`config.mk`:
```
export PLATFORM = sky130hd
export DESIGN_NAME = dps_host
export DESIGN_NICKNAME = d
export VERILOG_FILES = /design/src/dps_pkg.sv /design/src/dps_host.sv
export VERILOG_INCLUDE_DIRS = /design/src
export SDC_FILE = /design/constraint.sdc
export NUM_CORES = 1
export LEC_CHECK = 0
export ABC_AREA = 1
export BUFFER_PORTS_ARGS = -buffer_cell sky130_fd_sc_hd__buf_2
export CAP_MARGIN = 20
export CORE_MARGIN = 3
export CORE_UTILIZATION = 51
export CTS_BUF_LIST = sky130_fd_sc_hd__clkbuf_4 sky130_fd_sc_hd__clkbuf_8 sky130_fd_sc_hd__clkbuf_16
export CTS_CLUSTER_DIAMETER = 150
export CTS_CLUSTER_SIZE = 16
export DETAILED_ROUTE_END_ITERATION = 10
export PLACE_DENSITY = 0.76
export REMOVE_ABC_BUFFERS = 1
export SLEW_MARGIN = 25
export SYNTH_ARGS = -nofsm -noshare
export SYNTH_HDL_FRONTEND = slang
export SYNTH_SLANG_ARGS = --single-unit
```
`constraint.sdc`:
```
create_clock -name sys_clk -period 3.4 [get_ports sys_clk]
set_input_delay 0.34 -clock sys_clk [delete_from_list [all_inputs] [get_ports sys_clk]]
set_output_delay 0.34 -clock sys_clk [all_outputs]
set_load 0.01 [all_outputs]
```
`src/dps_defs.svh`:
```
// timing counts and field constants for the dual-port memory host port
`ifndef DPS_DEFS_SVH
`define DPS_DEFS_SVH
`define DPS_CLK_PERIOD_NS       5
// least times in ns, rounded up to cycles
`define DPS_READ_CYCLE_NS       20
`define DPS_READ_CYC            ((`DPS_READ_CYCLE_NS + `DPS_CLK_PERIOD_NS - 1) / `DPS_CLK_PERIOD_NS)
`define DPS_WRITE_PULSE_NS      15
`define DPS_HZWE_NS             12
`define DPS_DATA_SETUP_NS       15
`define DPS_WPULSE_OE_NS        (`DPS_HZWE_NS + `DPS_DATA_SETUP_NS)
`define DPS_WPULSE_CYC          ((`DPS_WRITE_PULSE_NS + `DPS_CLK_PERIOD_NS - 1) / `DPS_CLK_PERIOD_NS)
`define DPS_WPULSE_OE_CYC       ((`DPS_WPULSE_OE_NS + `DPS_CLK_PERIOD_NS - 1) / `DPS_CLK_PERIOD_NS)
`define DPS_HZWE_CYC            ((`DPS_HZWE_NS + `DPS_CLK_PERIOD_NS - 1) / `DPS_CLK_PERIOD_NS)
`define DPS_TOKEN_W2R_NS        5
`define DPS_TOKEN_W2R_CYC       ((`DPS_TOKEN_W2R_NS + `DPS_CLK_PERIOD_NS - 1) / `DPS_CLK_PERIOD_NS)
`define DPS_SETUP_CYC           1
`define DPS_TOKEN_GRANT_BIT     0
`endif

```
`src/dps_pkg.sv`:
```
// types for the dual-port memory host port
package dps_pkg;
    typedef enum logic [2:0] {
        DPS_IDLE   = 3'b000,
        DPS_SETUP  = 3'b001,
        DPS_READ   = 3'b010,
        DPS_WRITE  = 3'b011,
        DPS_END    = 3'b100,
        DPS_GAP    = 3'b101,
        DPS_TREAD  = 3'b110
    } dps_state_t;
    typedef enum logic [1:0] {
        DPS_OP_READ   = 2'b00,
        DPS_OP_WRITE  = 2'b01,
        DPS_OP_TOKEN  = 2'b10
    } dps_op_t;
endpackage : dps_pkg

```
`src/dps_host.sv`:
```
// host controller driving one port of the asynchronous dual-port memory
`timescale 1ns/100ps
`default_nettype none
`include "dps_defs.svh"
// Operation
// - keep write strobe high through every read
// - token reads always strobed with token select, never address-only
// - address set up before chip select falls
// - array uses chip select low; token uses token select low, held whole strobe
// - write strobe high whenever address changes
// - lengthen write pulse when output enable stays low
// - never drive data while device may drive it
// - chip select stays high through token write and read back
module dps_host #(
    parameter int ADDR_W = 14,
    parameter int DATA_W = 16
) (
    input  wire logic             sys_clk,
    input  wire logic             reset,
    input  wire logic             reqValid,
    output logic                  reqReady,
    input  wire dps_pkg::dps_op_t reqOp,
    input  wire logic [ADDR_W-1:0] reqAddr,
    input  wire logic [DATA_W-1:0] reqWData,
    input  wire logic [1:0]       reqByteEn,
    input  wire logic             reqKeepOe,
    output logic                  rspValid,
    output logic [DATA_W-1:0]     rspRData,
    output logic                  rspGranted,
    output logic [ADDR_W-1:0]     memAddr,
    output logic                  memChipSel_n,
    output logic                  memTokenSel_n,
    output logic                  memWrite_n,
    output logic                  memOutEn_n,
    output logic                  memHighByteSel_n,
    output logic                  memLowByteSel_n,
    input  wire logic [DATA_W-1:0] memDataIn,
    output logic [DATA_W-1:0]     memDataOut,
    output logic                  memDataOe,
    input  wire logic             memBusy_n
);
    import dps_pkg::*;

    ////////////////////////////////////////////////////////////////////////////////
    dps_state_t  state_reg, state_next;
    dps_op_t     op_reg;
    logic [ADDR_W-1:0] addr_reg;
    logic [DATA_W-1:0] wdata_reg, rdata_reg;
    logic [1:0]  be_reg;
    logic        keepOe_reg, granted_reg, rspValid_reg;
    logic [7:0]  cnt_reg, cnt_next;
    logic [DATA_W-1:0] dataSync1_reg, dataSync2_reg;
    logic        busySync1_reg, busySync2_reg;

    // pins sampled through two flops
    always_ff @(posedge sys_clk or posedge reset) begin
        if (reset) begin
            dataSync1_reg <= '0;
            dataSync2_reg <= '0;
            busySync1_reg <= 1'b1;
            busySync2_reg <= 1'b1;
        end else begin
            dataSync1_reg <= memDataIn;
            dataSync2_reg <= dataSync1_reg;
            busySync1_reg <= memBusy_n;
            busySync2_reg <= busySync1_reg;
        end
    end

    ////////////////////////////////////////////////////////////////////////////////
    wire isToken   = (op_reg == DPS_OP_TOKEN);
    wire isWrite   = (op_reg != DPS_OP_READ);
    wire busyHold  = ~busySync2_reg;
    wire [7:0] readCyc   = 8'(`DPS_READ_CYC + 2);
    wire [7:0] pulseCyc  = keepOe_reg ? 8'(`DPS_WPULSE_OE_CYC) : 8'(`DPS_WPULSE_CYC);
    wire [7:0] gapCyc    = 8'(`DPS_TOKEN_W2R_CYC);
    wire       cntDone   = (cnt_reg == 8'h00);
    wire       inWrite   = (state_reg == DPS_WRITE);
    wire       inRead    = (state_reg == DPS_READ) || (state_reg == DPS_TREAD);
    wire       selActive = inWrite || inRead;
    // drive data only once device output turn-off time passed
    wire       hzDone    = ~keepOe_reg || (cnt_reg <= pulseCyc - 8'(`DPS_HZWE_CYC));

    assign reqReady = (state_reg == DPS_IDLE);

    always_comb begin
        state_next = state_reg;
        cnt_next   = cntDone ? 8'h00 : cnt_reg - 8'h01;
        case (state_reg)
            DPS_IDLE: begin
                if (reqValid) begin
                    state_next = DPS_SETUP;
                    cnt_next   = 8'(`DPS_SETUP_CYC);
                end
            end
            DPS_SETUP: begin
                if (cntDone) begin
                    if (isWrite) begin
                        if (!busyHold) begin
                            state_next = DPS_WRITE;
                            cnt_next   = pulseCyc;
                        end
                    end else begin
                        state_next = DPS_READ;
                        cnt_next   = readCyc;
                    end
                end
            end
            DPS_WRITE: begin
                if (cntDone) begin
                    state_next = DPS_END;
                end
            end
            DPS_END: begin
                if (isToken) begin
                    state_next = DPS_GAP;
                    cnt_next   = gapCyc;
                end else begin
                    state_next = DPS_IDLE;
                end
            end
            DPS_GAP: begin
                if (cntDone) begin
                    state_next = DPS_TREAD;
                    cnt_next   = readCyc;
                end
            end
            DPS_READ, DPS_TREAD: begin
                if (cntDone) begin
                    state_next = DPS_IDLE;
                end
            end
            default: begin
                state_next = DPS_IDLE;
            end
        endcase
    end

    always_ff @(posedge sys_clk or posedge reset) begin
        if (reset) begin
            state_reg <= DPS_IDLE;
            cnt_reg   <= 8'h00;
        end else begin
            state_reg <= state_next;
            cnt_reg   <= cnt_next;
        end
    end

    always_ff @(posedge sys_clk or posedge reset) begin
        if (reset) begin
            op_reg     <= DPS_OP_READ;
            addr_reg   <= '0;
            wdata_reg  <= '0;
            be_reg     <= 2'b00;
            keepOe_reg <= 1'b0;
        end else if (reqValid && reqReady) begin
            op_reg     <= reqOp;
            addr_reg   <= reqAddr;
            wdata_reg  <= (reqOp == DPS_OP_TOKEN) ? {DATA_W{1'b1}} ^ DATA_W'(1) : reqWData;
            be_reg     <= (reqOp == DPS_OP_TOKEN) ? 2'b11 : reqByteEn;
            keepOe_reg <= reqKeepOe;
        end
    end

    // capture read data at the end of the access
    wire readEnd = inRead && cntDone;
    always_ff @(posedge sys_clk or posedge reset) begin
        if (reset) begin
            rdata_reg    <= '0;
            granted_reg  <= 1'b0;
            rspValid_reg <= 1'b0;
        end else begin
            rspValid_reg <= readEnd || (state_reg == DPS_END && op_reg == DPS_OP_WRITE);
            if (readEnd) begin
                rdata_reg   <= dataSync2_reg;
                granted_reg <= isToken && ~dataSync2_reg[`DPS_TOKEN_GRANT_BIT];
            end
        end
    end

    ////////////////////////////////////////////////////////////////////////////////
    assign rspValid         = rspValid_reg;
    assign rspRData         = rdata_reg;
    assign rspGranted       = granted_reg;
    assign memAddr          = addr_reg;
    assign memChipSel_n     = ~(selActive && !isToken);
    assign memTokenSel_n    = ~(selActive && isToken);
    assign memWrite_n       = ~inWrite;
    assign memOutEn_n       = ~(inRead || (inWrite && keepOe_reg));
    assign memHighByteSel_n = ~(selActive && (inRead || be_reg[1]));
    assign memLowByteSel_n  = ~(selActive && (inRead || be_reg[0]));
    assign memDataOut       = wdata_reg;
    assign memDataOe        = inWrite && hzDone;
endmodule : dps_host
`default_nettype wire

```
# Word level (Yosys, flattened, before mapping)
# Cells that the tools add are included.
dict set report totals {
  out_inout_bits 56
  elab_cells 83
  inputBits 55
  ff_bits 98
}
dict set report classes {
  add_sub_neg 2
  n_eq_ne 15
  magnitude_cmp 1
  bitwise 8
  mux 20
  reduce_logical 23
}
# cell n
set ops {}
lappend ops {{$mux 8} 7}
lappend ops {{$pmux 8 s4} 1}
lappend ops {{$mux 3} 9}
lappend ops {{$pmux 3 s6} 1}
lappend ops {{$mux 16} 1}
lappend ops {{$logic_and 1x1->1} 10}
lappend ops {{$ne 2x2->1 const B} 5}
lappend ops {{$eq 3x3->1 const B} 3}
lappend ops {{$le 8x8->1} 1}
lappend ops {{$logic_not 8->1} 1}
lappend ops {{$not 1->1} 8}
lappend ops {{$sub 8x1->8 const B} 1}
lappend ops {{$logic_or 1x1->1} 7}
lappend ops {{$eq 3x2->1 const B} 2}
lappend ops {{$reduce_and 6->1} 1}
lappend ops {{$eq 2x2->1 const B} 2}
lappend ops {{$sub 3x2->4 const B} 1}
lappend ops {{$eq 3x1->1 const B} 1}
lappend ops {{$logic_not 3->1} 1}
lappend ops {{$ne 3x3->1 const B} 1}
lappend ops {{$eq 2x1->1 const B} 1}
lappend ops {{$mux 2} 1}
lappend ops {{$reduce_bool 2->1} 1}
lappend ops {{$reduce_or 2->1} 1}
lappend ops {{$logic_not 1->1} 1}

# Longest topological paths before layout
dict set report logic_depth {
  ltp_word 6
  ltp_mapped 9
  ltp_nobuf 9
}

# Least setup slack after synthesis
# Ideal clock, no wire load.
dict set report synth_timing {
  kind {register to output}
  from {register keepOe_reg}
  to {output memDataOe}
  t_arrival_ns 1.236
  n_path_buf 0
  required_time_ns 3.060
  stages_incl_launch_ff 8
  slack_ns 1.824
  cell_sequence {dfrtp_1 inv_1 ha_1 inv_1 nor2_1 o21ai_0 nand4_1 a21oi_1}
}
dict set report synth_via {
  elab_chain_len 5
  word_cells_on_any_way 6
  classes_between {1 x add/sub; 1 x order compare; 1 x mux; 1 x bitwise; 2 x reduce/logical}
}
# item line
set synth_rtl {}
lappend synth_rtl {{start, declared} dps_host.sv:50} ;# logic keepOe_reg, granted_reg, rspValid_reg;
lappend synth_rtl {{start signal, assigned} dps_host.sv:161} ;# keepOe_reg <= reqKeepOe;
lappend synth_rtl {{$mux 3} dps_host.sv:75} ;# wire [7:0] pulseCyc = keepOe_reg ? 8'(`DPS_WPULSE_OE_CYC) : 8'(`DPS_WPULSE_CYC);
lappend synth_rtl {{$sub 3x2->4} dps_host.sv:82} ;# wire hzDone = ~keepOe_reg || (cnt_reg <= pulseCyc - 8'(`DPS_HZWE_CYC));
lappend synth_rtl {{$le 8x8->1} dps_host.sv:82}
lappend synth_rtl {{$logic_or 1x1->1 (*)} dps_host.sv:82}
lappend synth_rtl {{$logic_and 1x1->1 (*)} dps_host.sv:193} ;# assign memDataOe = inWrite && hzDone;
lappend synth_rtl {{end, declared} dps_host.sv:39} ;# output logic memDataOe,
# Mark *: on every way between the ends. The rest lies on a longest branch, timed or not.

# Worst setup path in the final report
# Same ends and word-level chain as after synthesis.

==> metrics.md <==
| Metric | Value |
|---|---|
| Via density | 4.831 |
| First drt pass iteration count | 4 |
| Crit path kind | register to output pin |
| Largest net degree at the start of global routing | 51 |
| Num rows | 30 |
| Most frequent cells after synthesis | nand2_1, dfrtp_1, o21ai_0 |
| Mapped Cells | 381 |
| Netlist cell types | 28 |
| Clock slew seen by the registers of the worst setup and hold paths | 0.11 ns |
| Worst slew pin tran | 0.9555 ns |
| Num CTS Buffers | 9 |
| PwrDens | 915.9 nW/um^2 |
| Required time worst endpoint | 3.06 ns |
| Count leader, synth | nand2_1 |
| Status | finished clean |
| Filler cell count | 593 |
| Worst-skew pair later-pin latency | 0.35 ns |
| Crit end category | output pin |
| Crit path max-delay cell type | dfrtp_1 |
| Post-synth EDFFs | 0 |
| Hold WS | 0.05541 ns |
| P_leak | 2.504 nW |
| Worst path cell trace | inv_1 -> ha_1 -> inv_1 -> nor2_1 -> o21ai_0 -> nand4_1 -> a21oi_1 -> buf_2 |
| First-pass GRT wire length | 13.29 mm |
| Post-CTS Setup Bufs | 0 |
| Post-DP HPWL | 5.587 mm |
| CP top delay family | flip-flops |
| GP Congestion | 0.9485 |
| ANT cells | 0 |
| Area Overhead vs Synth | 22.07% |
| Clk_skew | 0.01200 ns |
| Post-synth top area share | 63.91% |
| Die Area | 8436 um^2 |
| Share of async-settable or async-resettable flops after synthesis | 100.0% |
| Final WL | 7.773 mm |
| Final hold vios | 0 |
| Clock Tree Buf Depth | 2 |
| # DRC | 0 |
| CTS root buffer | clkbuf_8 |
| Ratio of cells with drive above 1 in the final layout | 28.60% |
| RSZ-0062 raised after global routing | no |
| Port-buffer cells | 110 |
| Tot GR Track Use | 19.66% |
| Maxcap violations | 0 |
| Maximum VDD drop | 0.4196 mV |
| Vias in the first global route | 2873 |
| Core area | 6982 um^2 |
| Yosys warnings | 0 |
| Tcrit/Tclk final | 64.38% |
| Finished Cell Area | 4588 um^2 |
| Yosys top cell by area | dfrtp_1 |
| Placed cell area | 4370 um^2 |
| Largest stage delay on the critical path | 0.41 ns |
| Headroom to the max-slew limit | 36.23% |
| Synth Register Bits | 98 |
| Crit path time final | 2.189 ns |
| Vias | 2879 |
| # clock sinks | 98 |
| Buf/Inv on CP | 3 |
| Setup TNS | 0 ns |
| F_max | 456.8 MHz |
| Hold Path Class | primary input to async pin |
| Fin. max-slew vios | 0 |
| Worst R2R Setup Slack | 1.59 ns |
| Hold buffer count at CTS | 0 |
| Synth area leaders | dfrtp_1, nand2_1, o21ai_0, inv_1, nand3_1 |
| Worst-path fanout max | 4 |
| Startpoint types | register |
| Most used cell, CP | inv_1 |
| Initial antenna violation count | 0 |
| Drt wl/cell | 13.04 um |
| Register area share after synthesis | 65.31% |
| Final ANT Viol Nets | 0 |
| Area of the multi-input gates | 1122 um^2 |
| # IOs | 111 |
| Ys flop type | dfrtp_1 |
| Die height | 91.85 um |
| Starting Density | 53.84% |
| Drt initial violations | 119 |
| Nets | 554 |
| Post-Syn Area | 3759 um^2 |
| CTS tree | built |
| Setup violations, final | 0 |
| Synth Area per Inst | 9.865 um^2 |
| H-tree Lvls | 3 |
| Grt ovf | 0 |
| CP arrival | 1.85 ns |
| PostCTS Resize Cnt | 0 |
| Die W | 91.85 um |
| Flip-flop and latch area | 2455 um^2 |
[cell usage in the layout, fill, tap and decap left out, drive strengths merged]
cell / instances
a21boi: 1
clkbuf: 9
xor2: 4
a21oi: 2
bufinv: 1
nand3: 14
dfstp: 2
nand4: 1
nor2: 20
clkinv: 2
o21ai: 34
clkinvlp: 1
inv: 29
buf: 113
o21a: 2
nor3: 2
o211ai: 1
nand2: 159
xnor2: 1
nor3b: 1
ha: 4
or2: 1
dfrtp: 96
[layer usage]
metal  global-route usage [%]  wire [um]  vias to the layer above
met1                    26.44       3479                     1343
met3                    5.496        687                       11
met4                    6.559         91                        0
li1                         -          -                     1412
met5                        0          0                        -
met2                    31.02       3515                      113
[where the power goes]
group / leakage [nW] / switching, mW / total [mW] / internal (mW)
logic: 1.22 / 1.00 / 1.61 / 0.613
clock network: 0.107 / 0.434 / 0.795 / 0.361
registers: 1.18 / 0.238 / 1.79 / 1.55
total: 2.50 / 1.67 / 4.20 / 2.53
[cells by family (layout without fill, tap and decap cells)]
logic type	count (synthesis)	after routing	synth area share, %
adders and majority gates	4	4	1.332
DFF	98	98	65.31
xor gates and xnor gates	5	5	1.165
buffers and inverters	36	155	4.827
AOI/OAI and AO/OA	40	40	5.692
and+or+nand+nor	198	198	21.67
[final timing paths]
check / from / end / cells past startpoint
worst max-delay path: keepOe_reg / memDataOe / 8
worst min-delay path: reset / rspRData[1] / 2
worst max register to register: state_reg[1] / memDataOut[0] / 7
worst min register to register: dataSync1_reg[10] / dataSync2_reg[10] / 0
max in group asynchronous: reset / memAddr[4] / 3
min in group sys_clk: memBusy_n / busySync1_reg / 1
[through the flow]
step | power (mW) | std cells | setup slack (ns) | util (%)
after floorplan | 2.807 | 371 | 0.5012 | -
after global placement | 3.367 | 580 | 1.666 | 62.60
after detailed placement | 3.436 | 580 | 1.599 | 62.60
after CTS | 4.237 | 596 | 1.207 | 65.72
after global routing | 4.561 | 596 | 1.023 | 65.72
final | 4.202 | 596 | 1.211 | 65.72
[final cells by class]
| class | count | area share (%) |
|---|---|---|
| Clock buffer | 9 | 2.700 |
| Clock inverter | 7 | 2.045 |
| Inverter | 26 | 2.182 |
| Multi-Input combinational cell | 247 | 24.46 |
| Sequential cell | 98 | 53.50 |
| Tap cell | 96 | 2.618 |
| Timing Repair Buffer | 113 | 12.49 |
Note: power is estimated with default switching activity, not from simulation.
